--- src/logic/sesc_pkg.sv ---
`default_nettype none
package sesc_pkg;
  // ----------------------------------------------------------------
  // Clock and timing
  // ----------------------------------------------------------------
  localparam int MCLK_HZ = 40_000_000;
  localparam int WRITE_CYCLE_TIME_MS = 6;
  localparam int ARRAY_ERASE_TIME_MS = 10;
  localparam int SECTOR_ERASE_TIME_MS = 10;
  localparam int STANDBY_ENTRY_TIME_US = 100;
  localparam int DEEP_SLEEP_TIME_US = 100;
  // Longest times round down to whole cycles
  localparam int WRITE_CYCLES = WRITE_CYCLE_TIME_MS * (MCLK_HZ / 1000);
  localparam int ARRAY_ERASE_CYCLES = ARRAY_ERASE_TIME_MS * (MCLK_HZ / 1000);
  localparam int SECTOR_ERASE_CYCLES = SECTOR_ERASE_TIME_MS * (MCLK_HZ / 1000);
  localparam int STANDBY_ENTRY_CYCLES = STANDBY_ENTRY_TIME_US * (MCLK_HZ / 1_000_000);
  localparam int DEEP_SLEEP_CYCLES = DEEP_SLEEP_TIME_US * (MCLK_HZ / 1_000_000);
  localparam int TMR_W = 19;

  // ----------------------------------------------------------------
  // Command codes and frame lengths
  // ----------------------------------------------------------------
  localparam logic [7:0] OP_READ = 8'h03;
  localparam logic [7:0] OP_WRITE = 8'h02;
  localparam logic [7:0] OP_WRITE_LATCH_SET = 8'h06;
  localparam logic [7:0] OP_WRITE_LATCH_CLR = 8'h04;
  localparam logic [7:0] OP_PAGE_ERASE = 8'h42;
  localparam logic [7:0] OP_SECTOR_ERASE = 8'hD8;
  localparam logic [7:0] OP_ARRAY_ERASE = 8'hC7;
  localparam logic [7:0] OP_DEEP_SLEEP = 8'hB9;
  localparam logic [7:0] OP_WAKE_SIGNATURE = 8'hAB;
  localparam logic [5:0] BITS_OPCODE = 6'h08;
  localparam logic [5:0] BITS_ADDR_END = 6'h20;
  localparam logic [5:0] BITS_BYTE_LAST = 6'h27;
  localparam logic [2:0] BYTE_FIRST_BIT = 3'h0;
  // Arbitrary signature value, not tied to any real part
  localparam logic [7:0] SIGNATURE_DEFAULT = 8'h5A;

  // ----------------------------------------------------------------
  // Program kinds and carriers
  // ----------------------------------------------------------------
  localparam logic [1:0] PK_WRITE = 2'h0;
  localparam logic [1:0] PK_PAGE_ERASE = 2'h1;
  localparam logic [1:0] PK_SECTOR_ERASE = 2'h2;
  localparam logic [1:0] PK_ARRAY_ERASE = 2'h3;

  typedef enum logic [4:0] {
    ST_POWERUP = 5'b00001,
    ST_STANDBY = 5'b00010,
    ST_SELECT = 5'b00100,
    ST_PROGRAM = 5'b01000,
    ST_SLEEP = 5'b10000
  } sesc_state_t;

  typedef struct packed {
    logic start;
    logic [1:0] kind;
  } sesc_prog_t;

  typedef struct packed {
    logic busy;
    logic standby;
    logic sleep;
    logic wel;
  } sesc_status_t;
endpackage : sesc_pkg
`default_nettype wire

--- src/logic/sesc_select_ctrl.sv ---
// Functional notes
// - Low select level means selected; serial traffic accepted only while low.
// - Select high deselects and enters standby unless programming runs or deep power-down is entered or held.
// - A started programming cycle always runs to completion.
// - Select raised during programming: standby right after the cycle ends.
// - Serial output is high impedance whenever deselected.
// - Select rising after a complete valid write sequence starts the write cycle.
// - Serial output updates after each falling serial clock edge.
// - Byte, page write and page erase finish within 6 ms.
// - Whole-array erase finishes within 10 ms.
// - Sector erase finishes within 10 ms.
// - With nothing pending, standby is reached within 100 us of select rise.
// - Deep-sleep command ends in deep power-down within 100 us.
// - Serial input captured on rising clock edges, most significant bit first.
// - Write latch set only at select rise after exactly eight command bits.
// - Code B9 enters deep power-down; AB releases it and returns signature.
`timescale 1ns/1ps
`default_nettype none
module sesc_select_ctrl #(
  parameter logic [sesc_pkg::TMR_W-1:0] WRITE_CYCLES =
    sesc_pkg::TMR_W'(sesc_pkg::WRITE_CYCLES),
  parameter logic [sesc_pkg::TMR_W-1:0] SECTOR_CYCLES =
    sesc_pkg::TMR_W'(sesc_pkg::SECTOR_ERASE_CYCLES),
  parameter logic [sesc_pkg::TMR_W-1:0] ARRAY_CYCLES =
    sesc_pkg::TMR_W'(sesc_pkg::ARRAY_ERASE_CYCLES),
  parameter logic [7:0] SIGNATURE = sesc_pkg::SIGNATURE_DEFAULT
) (
  // Clock and reset
  input wire logic mclk_i,
  input wire logic arst_n_i,
  // Serial pins
  input wire logic cs_n_i,
  input wire logic sck_i,
  input wire logic si_i,
  output logic so_o,
  output logic so_oe_o,
  // Array side
  input wire logic [7:0] rd_data_i,
  output logic rd_next_o,
  output sesc_pkg::sesc_prog_t prog_o,
  output sesc_pkg::sesc_status_t status_o
);
  // ----------------------------------------------------------------
  // Pin synchronisers
  // ----------------------------------------------------------------
  logic [2:0] cs_sync_reg;
  logic [2:0] sck_sync_reg;
  logic [1:0] si_sync_reg;

  always_ff @(posedge mclk_i or negedge arst_n_i) begin
    if (!arst_n_i) begin
      cs_sync_reg <= 3'h7;
      sck_sync_reg <= 3'h0;
      si_sync_reg <= 2'h0;
    end else begin
      cs_sync_reg <= {cs_sync_reg[1:0], cs_n_i};
      sck_sync_reg <= {sck_sync_reg[1:0], sck_i};
      si_sync_reg <= {si_sync_reg[0], si_i};
    end
  end

  wire cs_hi = cs_sync_reg[1];
  wire cs_rise = cs_sync_reg[1] & ~cs_sync_reg[2];
  wire sck_rise = sck_sync_reg[1] & ~sck_sync_reg[2];
  wire sck_fall = ~sck_sync_reg[1] & sck_sync_reg[2];
  wire si_s = si_sync_reg[1];

  // ----------------------------------------------------------------
  // Frame decode
  // ----------------------------------------------------------------
  sesc_pkg::sesc_state_t state_reg, state_next;
  logic [5:0] cnt_reg;
  logic [7:0] in_sr_reg;
  logic [7:0] op_reg;
  logic data_seen_reg;
  logic wel_reg;
  logic [7:0] out_sr_reg;
  logic [sesc_pkg::TMR_W-1:0] tmr_reg;
  logic [sesc_pkg::TMR_W-1:0] lim_m1_reg;
  logic [1:0] kind_reg;

  wire listening = (state_reg == sesc_pkg::ST_SELECT) |
                   (state_reg == sesc_pkg::ST_SLEEP);
  wire shift_en = listening & ~cs_hi & sck_rise;
  wire op_done = cnt_reg == sesc_pkg::BITS_OPCODE;
  wire addr_done = cnt_reg == sesc_pkg::BITS_ADDR_END;
  wire is_read = op_reg == sesc_pkg::OP_READ;
  wire is_wake = op_reg == sesc_pkg::OP_WAKE_SIGNATURE;
  wire out_phase = listening & ~cs_hi & (is_read | is_wake) &
                   (cnt_reg >= sesc_pkg::BITS_ADDR_END);
  wire sleeping = state_reg == sesc_pkg::ST_SLEEP;
  wire in_select = state_reg == sesc_pkg::ST_SELECT;

  wire wr_ok = (op_reg == sesc_pkg::OP_WRITE) & data_seen_reg & addr_done;
  wire pe_ok = (op_reg == sesc_pkg::OP_PAGE_ERASE) & ~data_seen_reg & addr_done;
  wire se_ok = (op_reg == sesc_pkg::OP_SECTOR_ERASE) & ~data_seen_reg & addr_done;
  wire ce_ok = (op_reg == sesc_pkg::OP_ARRAY_ERASE) & op_done;
  wire launch = in_select & cs_rise & wel_reg & (wr_ok | pe_ok | se_ok | ce_ok);
  wire write_latch_set_command_ok = in_select & cs_rise & op_done &
                 (op_reg == sesc_pkg::OP_WRITE_LATCH_SET);
  wire wrdi_ok = in_select & cs_rise & op_done &
                 (op_reg == sesc_pkg::OP_WRITE_LATCH_CLR);
  wire sleep_ok = in_select & cs_rise & op_done &
                  (op_reg == sesc_pkg::OP_DEEP_SLEEP);
  wire wake_ok = sleeping & cs_rise & is_wake &
                 (cnt_reg >= sesc_pkg::BITS_OPCODE);
  wire tmr_done = tmr_reg == lim_m1_reg;

  wire [1:0] kind_next = pe_ok ? sesc_pkg::PK_PAGE_ERASE :
                         se_ok ? sesc_pkg::PK_SECTOR_ERASE :
                         ce_ok ? sesc_pkg::PK_ARRAY_ERASE : sesc_pkg::PK_WRITE;
  // Write and page erase share the short limit; sector and array erase take the long ones
  wire [sesc_pkg::TMR_W-1:0] lim_next =
    se_ok ? SECTOR_CYCLES : ce_ok ? ARRAY_CYCLES : WRITE_CYCLES;

  // ----------------------------------------------------------------
  // State machine
  // ----------------------------------------------------------------
  always_comb begin
    state_next = state_reg;
    case (state_reg)
      sesc_pkg::ST_POWERUP: begin
        if (!cs_hi) state_next = sesc_pkg::ST_STANDBY;
      end
      sesc_pkg::ST_STANDBY: begin
        // Only a fresh falling select opens a frame, so no mid-frame entry
        if (!cs_hi && cs_sync_reg[2]) state_next = sesc_pkg::ST_SELECT;
      end
      sesc_pkg::ST_SELECT: begin
        if (launch) state_next = sesc_pkg::ST_PROGRAM;
        else if (sleep_ok) state_next = sesc_pkg::ST_SLEEP;
        else if (cs_hi) state_next = sesc_pkg::ST_STANDBY;
      end
      sesc_pkg::ST_PROGRAM: begin
        if (tmr_done) state_next = sesc_pkg::ST_STANDBY;
      end
      sesc_pkg::ST_SLEEP: begin
        if (wake_ok) state_next = sesc_pkg::ST_STANDBY;
      end
      default: state_next = sesc_pkg::ST_POWERUP;
    endcase
  end

  always_ff @(posedge mclk_i or negedge arst_n_i) begin
    if (!arst_n_i) state_reg <= sesc_pkg::ST_POWERUP;
    else state_reg <= state_next;
  end

  // ----------------------------------------------------------------
  // Serial input shifting
  // ----------------------------------------------------------------
  wire wrap = cnt_reg == sesc_pkg::BITS_BYTE_LAST;
  wire [5:0] cnt_next = wrap ? sesc_pkg::BITS_ADDR_END : cnt_reg + 6'h01;

  always_ff @(posedge mclk_i or negedge arst_n_i) begin
    if (!arst_n_i) begin
      cnt_reg <= 6'h00;
      in_sr_reg <= 8'h00;
      op_reg <= 8'h00;
      data_seen_reg <= 1'b0;
    end else if (cs_hi) begin
      cnt_reg <= 6'h00;
      data_seen_reg <= 1'b0;
    end else if (shift_en) begin
      cnt_reg <= cnt_next;
      in_sr_reg <= {in_sr_reg[6:0], si_s};
      if (cnt_reg == sesc_pkg::BITS_OPCODE - 6'h01) op_reg <= {in_sr_reg[6:0], si_s};
      if (wrap) data_seen_reg <= 1'b1;
    end
  end

  // ----------------------------------------------------------------
  // Write latch and program timer
  // ----------------------------------------------------------------
  // Set wins over clear; the two come from different commands so never meet
  wire wel_next = write_latch_set_command_ok ? 1'b1 : (wrdi_ok | launch) ? 1'b0 : wel_reg;

  always_ff @(posedge mclk_i or negedge arst_n_i) begin
    if (!arst_n_i) wel_reg <= 1'b0;
    else wel_reg <= wel_next;
  end

  always_ff @(posedge mclk_i or negedge arst_n_i) begin
    if (!arst_n_i) begin
      tmr_reg <= '0;
      lim_m1_reg <= '0;
      kind_reg <= sesc_pkg::PK_WRITE;
      prog_o <= '0;
    end else begin
      prog_o.start <= launch;
      prog_o.kind <= launch ? kind_next : kind_reg;
      if (launch) begin
        tmr_reg <= '0;
        lim_m1_reg <= lim_next - sesc_pkg::TMR_W'(1);
        kind_reg <= kind_next;
      end else if (state_reg == sesc_pkg::ST_PROGRAM) begin
        tmr_reg <= tmr_reg + sesc_pkg::TMR_W'(1);
      end
    end
  end

  // ----------------------------------------------------------------
  // Serial output
  // ----------------------------------------------------------------
  wire first_bit = cnt_reg[2:0] == sesc_pkg::BYTE_FIRST_BIT;
  wire [7:0] new_byte = is_wake ? SIGNATURE : rd_data_i;

  always_ff @(posedge mclk_i or negedge arst_n_i) begin
    if (!arst_n_i) begin
      so_o <= 1'b0;
      so_oe_o <= 1'b0;
      out_sr_reg <= 8'h00;
      rd_next_o <= 1'b0;
    end else begin
      so_oe_o <= out_phase;
      rd_next_o <= out_phase & sck_fall & first_bit & is_read;
      if (out_phase && sck_fall) begin
        if (first_bit) begin
          so_o <= new_byte[7];
          out_sr_reg <= {new_byte[6:0], 1'b0};
        end else begin
          so_o <= out_sr_reg[7];
          out_sr_reg <= {out_sr_reg[6:0], 1'b0};
        end
      end
    end
  end

  // ----------------------------------------------------------------
  // Status flags
  // ----------------------------------------------------------------
  // Registered from the next state so the flags line up with state_reg
  // and leave the block straight from flops
  always_ff @(posedge mclk_i or negedge arst_n_i) begin
    if (!arst_n_i) begin
      status_o <= '0;
    end else begin
      status_o <= '{busy: state_next == sesc_pkg::ST_PROGRAM,
                    standby: state_next == sesc_pkg::ST_STANDBY,
                    sleep: state_next == sesc_pkg::ST_SLEEP,
                    wel: wel_next};
    end
  end
endmodule : sesc_select_ctrl
`default_nettype wire

--- config.mk ---
export PLATFORM = sky130hd
export DESIGN_NAME = sesc_select_ctrl
export DESIGN_NICKNAME = d
export VERILOG_FILES = /design/src/logic/sesc_pkg.sv /design/src/logic/sesc_select_ctrl.sv
export SDC_FILE = /design/constraint.sdc
export NUM_CORES = 1
export LEC_CHECK = 0
export BUFFER_PORTS_ARGS = -buffer_cell sky130_fd_sc_hd__buf_2
export CORE_MARGIN = 1
export CORE_UTILIZATION = 52
export CTS_CLUSTER_DIAMETER = 80
export DETAILED_ROUTE_END_ITERATION = 10
export GPL_TIMING_DRIVEN = 0
export PLACE_DENSITY = 0.75
export SKIP_CTS_REPAIR_TIMING = 1
export SLEW_MARGIN = 20
export SYNTH_ARGS = -nofsm -noshare
export SYNTH_HDL_FRONTEND = slang
export SYNTH_SLANG_ARGS = --single-unit
--- constraint.sdc ---
create_clock -name mclk_i -period 5 [get_ports mclk_i]
set_input_delay 1 -clock mclk_i [delete_from_list [all_inputs] [get_ports mclk_i]]
set_output_delay 1 -clock mclk_i [all_outputs]
set_load 0.02 [all_outputs]
==> results of run 1 <==
## power by group
part           leakage, uW  internal, uW  switching (uW)
clock            0.0000745           180             226
combinational     0.000849          37.9            59.0
sequential        0.000980           618            17.8
total              0.00190           836             303
## path summary, 6_finish.rpt
kind                                start              to
max                          state_reg[1]       op_reg[6]
min                        si_sync_reg[0]  si_sync_reg[1]
max reg2reg                  state_reg[1]       op_reg[6]
min reg2reg                si_sync_reg[0]  si_sync_reg[1]
max in group asynchronous        arst_n_i  cs_sync_reg[1]
min in group asynchronous        arst_n_i   out_sr_reg[5]
## cells in the final DEF (no fill, tap or decap), types with 7 or more instances in the layout
cell                       netlist  routed
sky130_fd_sc_hd__o22ai_1         7       7
sky130_fd_sc_hd__buf_2           2      23
sky130_fd_sc_hd__xnor2_1        16      16
sky130_fd_sc_hd__nand2b_1        7       7
sky130_fd_sc_hd__mux2_2         12      12
sky130_fd_sc_hd__mux2i_1         9       9
sky130_fd_sc_hd__dfrtp_1        70      70
sky130_fd_sc_hd__nand2_1        44      44
sky130_fd_sc_hd__nand3_1        15      15
sky130_fd_sc_hd__inv_1          14      14
sky130_fd_sc_hd__nand4_1         9       9
sky130_fd_sc_hd__clkbuf_8        0       9
sky130_fd_sc_hd__nor2_1         36      36
sky130_fd_sc_hd__nor3_1          9       9
## final cells by class
class | count | area (um^2)
Buffer | 12 | 67.6
Multi-Input combinational cell | 245 | 1580
Inverter | 14 | 52.6
Clock buffer | 10 | 128
Timing Repair Buffer | 23 | 140
Clock inverter | 6 | 43.8
Sequential cell | 74 | 1860
Fill cell | 528 | 2500
Tap cell | 77 | 96.3
## routing by layer
metal	vias to the layer above	track usage [%]	share of wire (%)
li1	1266	-	-
met1	1284	29.1	48
met2	61	32.4	46
met3	12	6.98	4.7
met4	0	8.17	1.7
met5	-	0	0
## kinds of logic after synthesis
| family | Yosys count | share of synthesized area, % |
|---|---|---|
| compound gates | 32 | 5.95 |
| flops | 74 | 52.2 |
| simple gates | 166 | 25.3 |
| mux | 22 | 6.65 |
| xor+xnor | 22 | 5.42 |
| fa+ha+maj | 3 | 1.06 |
| buf+inv | 26 | 3.38 |
## critical path, cell delays in order, from the launching register on
cell	delay, ps
sky130_fd_sc_hd__dfrtp_1	450
sky130_fd_sc_hd__or2_1	280
sky130_fd_sc_hd__nor4b_4	460
sky130_fd_sc_hd__nand2_2	150
sky130_fd_sc_hd__nor4b_4	550
sky130_fd_sc_hd__mux2_2	400
## through the flow
stage / hold WS (ps) / std cells / util (%)
3_5_place_dp: 338 / 445 / 58.7
5_1_grt: 359 / 461 / 61.4
6_report: 354 / 461 / 61.4
2_1_floorplan: 331 / 345 / -
4_1_cts: 358 / 461 / 61.4
3_3_place_gp: 334 / 444 / 58.2
==> out/results.txt, run 1 <==
The final reports fail on design-rule violations. Number of top-level pins: 23. At the end of the flow, the number of nets in the layout was 395.

The most instantiated flip-flop cell in the synthesis netlist is sky130_fd_sc_hd__dfrtp_1. The run gives 0 as the max-capacitance violation count. The worst path uses 47.9% of the clock period. The longest clock path from root to sink contains 2 buffers. The number of buffers inserted during clock tree synthesis is 9, and the total of flip-flops plus latches after synthesis is 74. The post-synth net total was 361. The worst hold path passes through 0 cells. The iteration-0 DRC count of the detailed router is 91, and the number of vias per cell is 5.69.

The global-route wire length before repair is 11900 um. The congestion estimate from routability-driven global placement came to 0.890. Share of final-layout standard cells stronger than drive strength 1: 18.5%.

Number of buffer cells added on primary ports: 22. In this run the cell area measured after placement is 0.00379 mm^2. The tools report the die footprint as 0.00717 mm^2. The share of synthesized flip-flops with an asynchronous set or reset was 100%; the largest driver fanout on the critical path was 8. The count of warnings emitted by yosys was 0; the worst slew slack as a fraction of its limit was 53.8%.

In the post-synthesis netlist, the cell with the most instances is sky130_fd_sc_hd__dfrtp_1. STA classifies the critical path startpoint as a flop. The number of failing hold endpoints at the final stage was 0. The worst setup path is of the flop to flop kind. The run gives 52.2% as the fraction of the yosys area taken by sequential cells. Summed over all nets, the half-perimeter wirelength after detailed placement is 4710 um.

TritonCTS built the clock tree. Detailed-routing iteration count for the pre-antenna-repair pass: 7. The effective utilization at floorplan is 55.0%.

The logs give 0 for the number of antenna violations at the first check in global routing and 29 for the row count. Setup repair after global routing left no endpoint under its margin. Across the routed clock network, the largest skew measured is 8.31 ps. The vias after detailed routing was 2623; the overall die width was 84.7 um.

For the worst flop-to-flop path, the logic depth is 5. Setup slack closes at 2610 ps. The time the final worst path needs with I/O delays and setup is 2390 ps, and the worst setup slack for register-to-register paths is 2610 ps. The number of flip-flops under the largest register name was 19. The wire length reported by the detailed router was 6780 um; the count of H-tree levels built during CTS was 3. Timing analysis after detailed placement gives a worst setup slack of 2600 ps. The power density over cell area works out to 287 mW/mm^2.

After routing the design area is 0.00396 mm^2. The total negative slack is 0 ps. The cell count after synthesis came out at 345.

In the routed design, unresolved DRC markers number 2. The tools report the final max-slew violation count as 0. The mean area per synthesized cell is 10.3 um^2, and the growth of design area from synthesis to finish is 11.5%. The vertical die dimension was 84.7 um; the area share of the largest cell type after synthesis was 49.3%. The run finished, with violations left. Entering global routing, the biggest net connects 53 pins. Class of the tightest hold or removal check: flop to flop. Clock transition at the registers of the reported paths: 80 ps.

The logs give 418 MHz for the timing-limited maximum frequency and 0.00190 uW for the leakage dissipation. VDD sags by at most 0.119 mV. The largest total area in the synthesized netlist belongs to sky130_fd_sc_hd__dfrtp_1.

The endpoint kind of the worst setup timing path is a flop. The number of different library cells used by synthesis comes to 51. The run gives 0 as the global-route congestion overflow total.

The insertion delay of the later-clocked pin in the worst-skew pair was 350 ps. Setup violations remaining at the end of the flow were counted as 0. By area the synthesized netlist is led by sky130_fd_sc_hd__dfrtp_1 (49%), sky130_fd_sc_hd__nand2_1 (4.6%), sky130_fd_sc_hd__xnor2_1 (3.9%), sky130_fd_sc_hd__nor2_1 (3.8%), sky130_fd_sc_hd__mux2_2 (3.8%). Total global-route track usage: 21.5%.

The synthesized design contains 0 enable-type register cells. Required time of the critical path: 5240 ps. STA puts the critical path data arrival time at 2640 ps.

At the pin with the least slew margin, the transition time is 683 ps. The average wire per standard cell came out at 14.7 um. For the number of global-route vias before repair, the log shows 2520.

After synthesis, the most frequently instantiated cells are sky130_fd_sc_hd__dfrtp_1 (70), sky130_fd_sc_hd__nand2_1 (44), sky130_fd_sc_hd__nor2_1 (36). The post-synthesis instance area was 0.00355 mm^2; the number of antenna cells inserted was 0. For the post-layout total power, the log shows 1140 uW. In this run the clock root is driven by a sky130_fd_sc_hd__clkbuf_8.

For the area of the core region, the log shows 0.00646 mm^2. The detail route stage leaves a number of antenna-violating nets equal to 0. The clock drives 74 sinks.
Note: power is estimated with default switching activity, not from simulation.
==> run 2: changes to the inputs <==
clock period = 2.4 ns   (was 5 ns; I/O delays follow)
==> out/results.txt, run 2 (same netlist as run 1, synthesis figures left out) <==
Wires add up to 6880 um. Summing all flip-flop and latch instances after layout gives 0.00186 mm^2. The run gives 74 as the count of clock tree sinks. The number of flip-flops under the largest register name is 19.

The number of vias per cell was 5.62. The number of buffer cells added on primary ports is 22. In this run the worst path has a maximum fanout of 9. The leakage dissipation came out at 0.00193 uW. TritonCTS built the clock tree. The first global-routing pass estimated 11900 um of wire.

Clock-pin slew was measured on the worst setup and hold paths at 80 ps. Clock skew on the completed layout was measured at 7.84 ps. STA classifies the critical path startpoint as a flop.

For the worst vdd rail ir drop, the log shows 0.251 mV. The growth of design area from synthesis to finish works out to 13.4%. The library cells used most frequently in the layout, excluding fill and tap cells, are sky130_fd_sc_hd__dfrtp_1 (70), sky130_fd_sc_hd__nand2_1 (44), sky130_fd_sc_hd__nor2_1 (36). The final max-slew violation count was 0. Once the floorplan was initialized, standard cells occupied 55.0% of the core.

The max-capacitance violation count came out at 0. For the iteration-0 DRC count of the detailed router, the log shows 106. At the pin with the least slew margin, the transition time is 469 ps. The worst path uses 97.6% of the clock period. The multi-input combinational cells in the finished layout cover a total of 0.00161 mm^2. In the routed design, unresolved DRC markers number 2. For the number of antenna violations at the first check in global routing, the log shows 0. The final reports fail on design-rule violations. The number of top-level pins was 23.

In the post-route analysis, the smallest setup slack over all paths is 58.1 ps. The floorplan step defined a die boundary enclosing 0.00717 mm^2. The vertical die dimension is 84.7 um.

The run gives 2640 ps as the required time of the critical path. The timing-limited maximum frequency came out at 427 MHz. Dividing total power by cell area gives a power density of 590 mW/mm^2. Setup violations remaining at the end of the flow were counted as 0. The number of failing hold endpoints at the final stage came out at 0. The flow ran to the end, but the final reports show violations. The time the final worst path needs with I/O delays and setup came out at 2340 ps.

At the end of routability-driven placement, the weighted congestion stood at 0.890. In the final routed layout, each cell accounts on average for 14.8 um. The count of nets left with antenna violations once routing finished came out at 0.

The number of antenna cells inserted is 0, and the global-route congestion overflow total is 0. At the worst endpoint, the arrival time is 2580 ps. The logs give 2620 for the vias after detailed routing and 9 for the number of buffers inserted during clock tree synthesis. By startpoint and endpoint, the worst setup path is classified as flop to flop. The run gives 29 as the row count. The share of final-layout standard cells stronger than drive strength 1 is 20.6%, and the number of global-route vias before repair is 2520. CTS built an H-tree with a depth of 3.

The later pin in the worst-skew pair is clocked with a latency of 350 ps. Prior to clock tree synthesis, the placed netlist has a worst setup slack of 1.09 ps. The tree is rooted in a sky130_fd_sc_hd__clkbuf_8. The layout filler cell count was 514. The class of the tightest hold or removal check was input port to asynchronous set/reset pin. The worst slew slack as a fraction of its limit was 68.3%. Leaving out fill and tap cells, the most frequent cell in the layout is sky130_fd_sc_hd__dfrtp_1.

After the last flow step, the layout net total stands at 400. No sink is reached through more buffers than the 2 on the longest clock path. The core region is 0.00646 mm^2. Detailed placement finished with a half-perimeter wire length of 4710 um. The run gives 53 as the maximum number of pins on one net before global-route repair. The endpoint kind of the worst setup timing path is a flop. Hold timing on the final database bottoms out at a slack of 20.9 ps. Global routing consumed, over all layers together, 21.5% of the routing resources. The first TritonRoute pass finished after 7 iterations. The worst setup slack for register-to-register paths is 60 ps, and the overall die width is 84.7 um.
## run 2: cell count changes in the layout (fill, tap and decap cells not counted), sizes merged
| cell | delta |
|---|---|
| clkbuf | +3 |
| buf | +2 |
## run 2: critical path, cell delays in order (launching register included)
cell and delay [ps]:
sky130_fd_sc_hd__dfrtp_1 410, sky130_fd_sc_hd__or3_1 410, sky130_fd_sc_hd__or4_4 570, sky130_fd_sc_hd__a21oi_4 170, sky130_fd_sc_hd__and3b_1 180, sky130_fd_sc_hd__buf_6 150, sky130_fd_sc_hd__mux2_2 340
## run 2: worst paths after layout
path	startpoint	end	cells after the start
min reg2reg	si_sync_reg[0]	si_sync_reg[1]	0
min in group mclk_i	cs_n_i	cs_sync_reg[0]	1
max	op_reg[3]	out_sr_reg[6]	6
max reg2reg	op_reg[3]	out_sr_reg[6]	6
max in group asynchronous	arst_n_i	cs_sync_reg[1]	2
min	arst_n_i	out_sr_reg[5]	1
## run 2: report_power, final
group          internal, uW  leakage, uW  switching [uW]
Combinational          80.6     0.000878             125
Clock                   374    0.0000745             473
Sequential             1290     0.000980            39.6
## run 2: per-layer routing
metal	wire, um	part of all wire, %	track usage, %
met2	3260	47	32.4
met4	80	1.2	8.17
met3	263	3.8	6.98
met5	0	0	0
met1	3280	48	29.1
## run 2: cell type report
| cell class | count | share of cell area, % |
|---|---|---|
| clock buffer | 10 | 3.17 |
| tap | 77 | 2.39 |
| multi-input combinational | 245 | 39.9 |
| buffer | 12 | 1.80 |
| timing repair buffer | 28 | 4.35 |
| clock inverter | 6 | 1.09 |
| inverter | 14 | 1.30 |
| sequential | 74 | 46.1 |
## run 2: stage by stage
step	TNS [ps]	instance area, um^2	instances	total power [uW]	utilization [%]
floorplan	0	3550	345	1470	-
global placement	0	3760	444	1540	58.2
detailed placement	0	3790	445	1550	58.7
CTS	0	3960	461	2400	61.4
global route	-47.5	4030	466	2490	62.4
finish	0	4030	466	2380	62.4
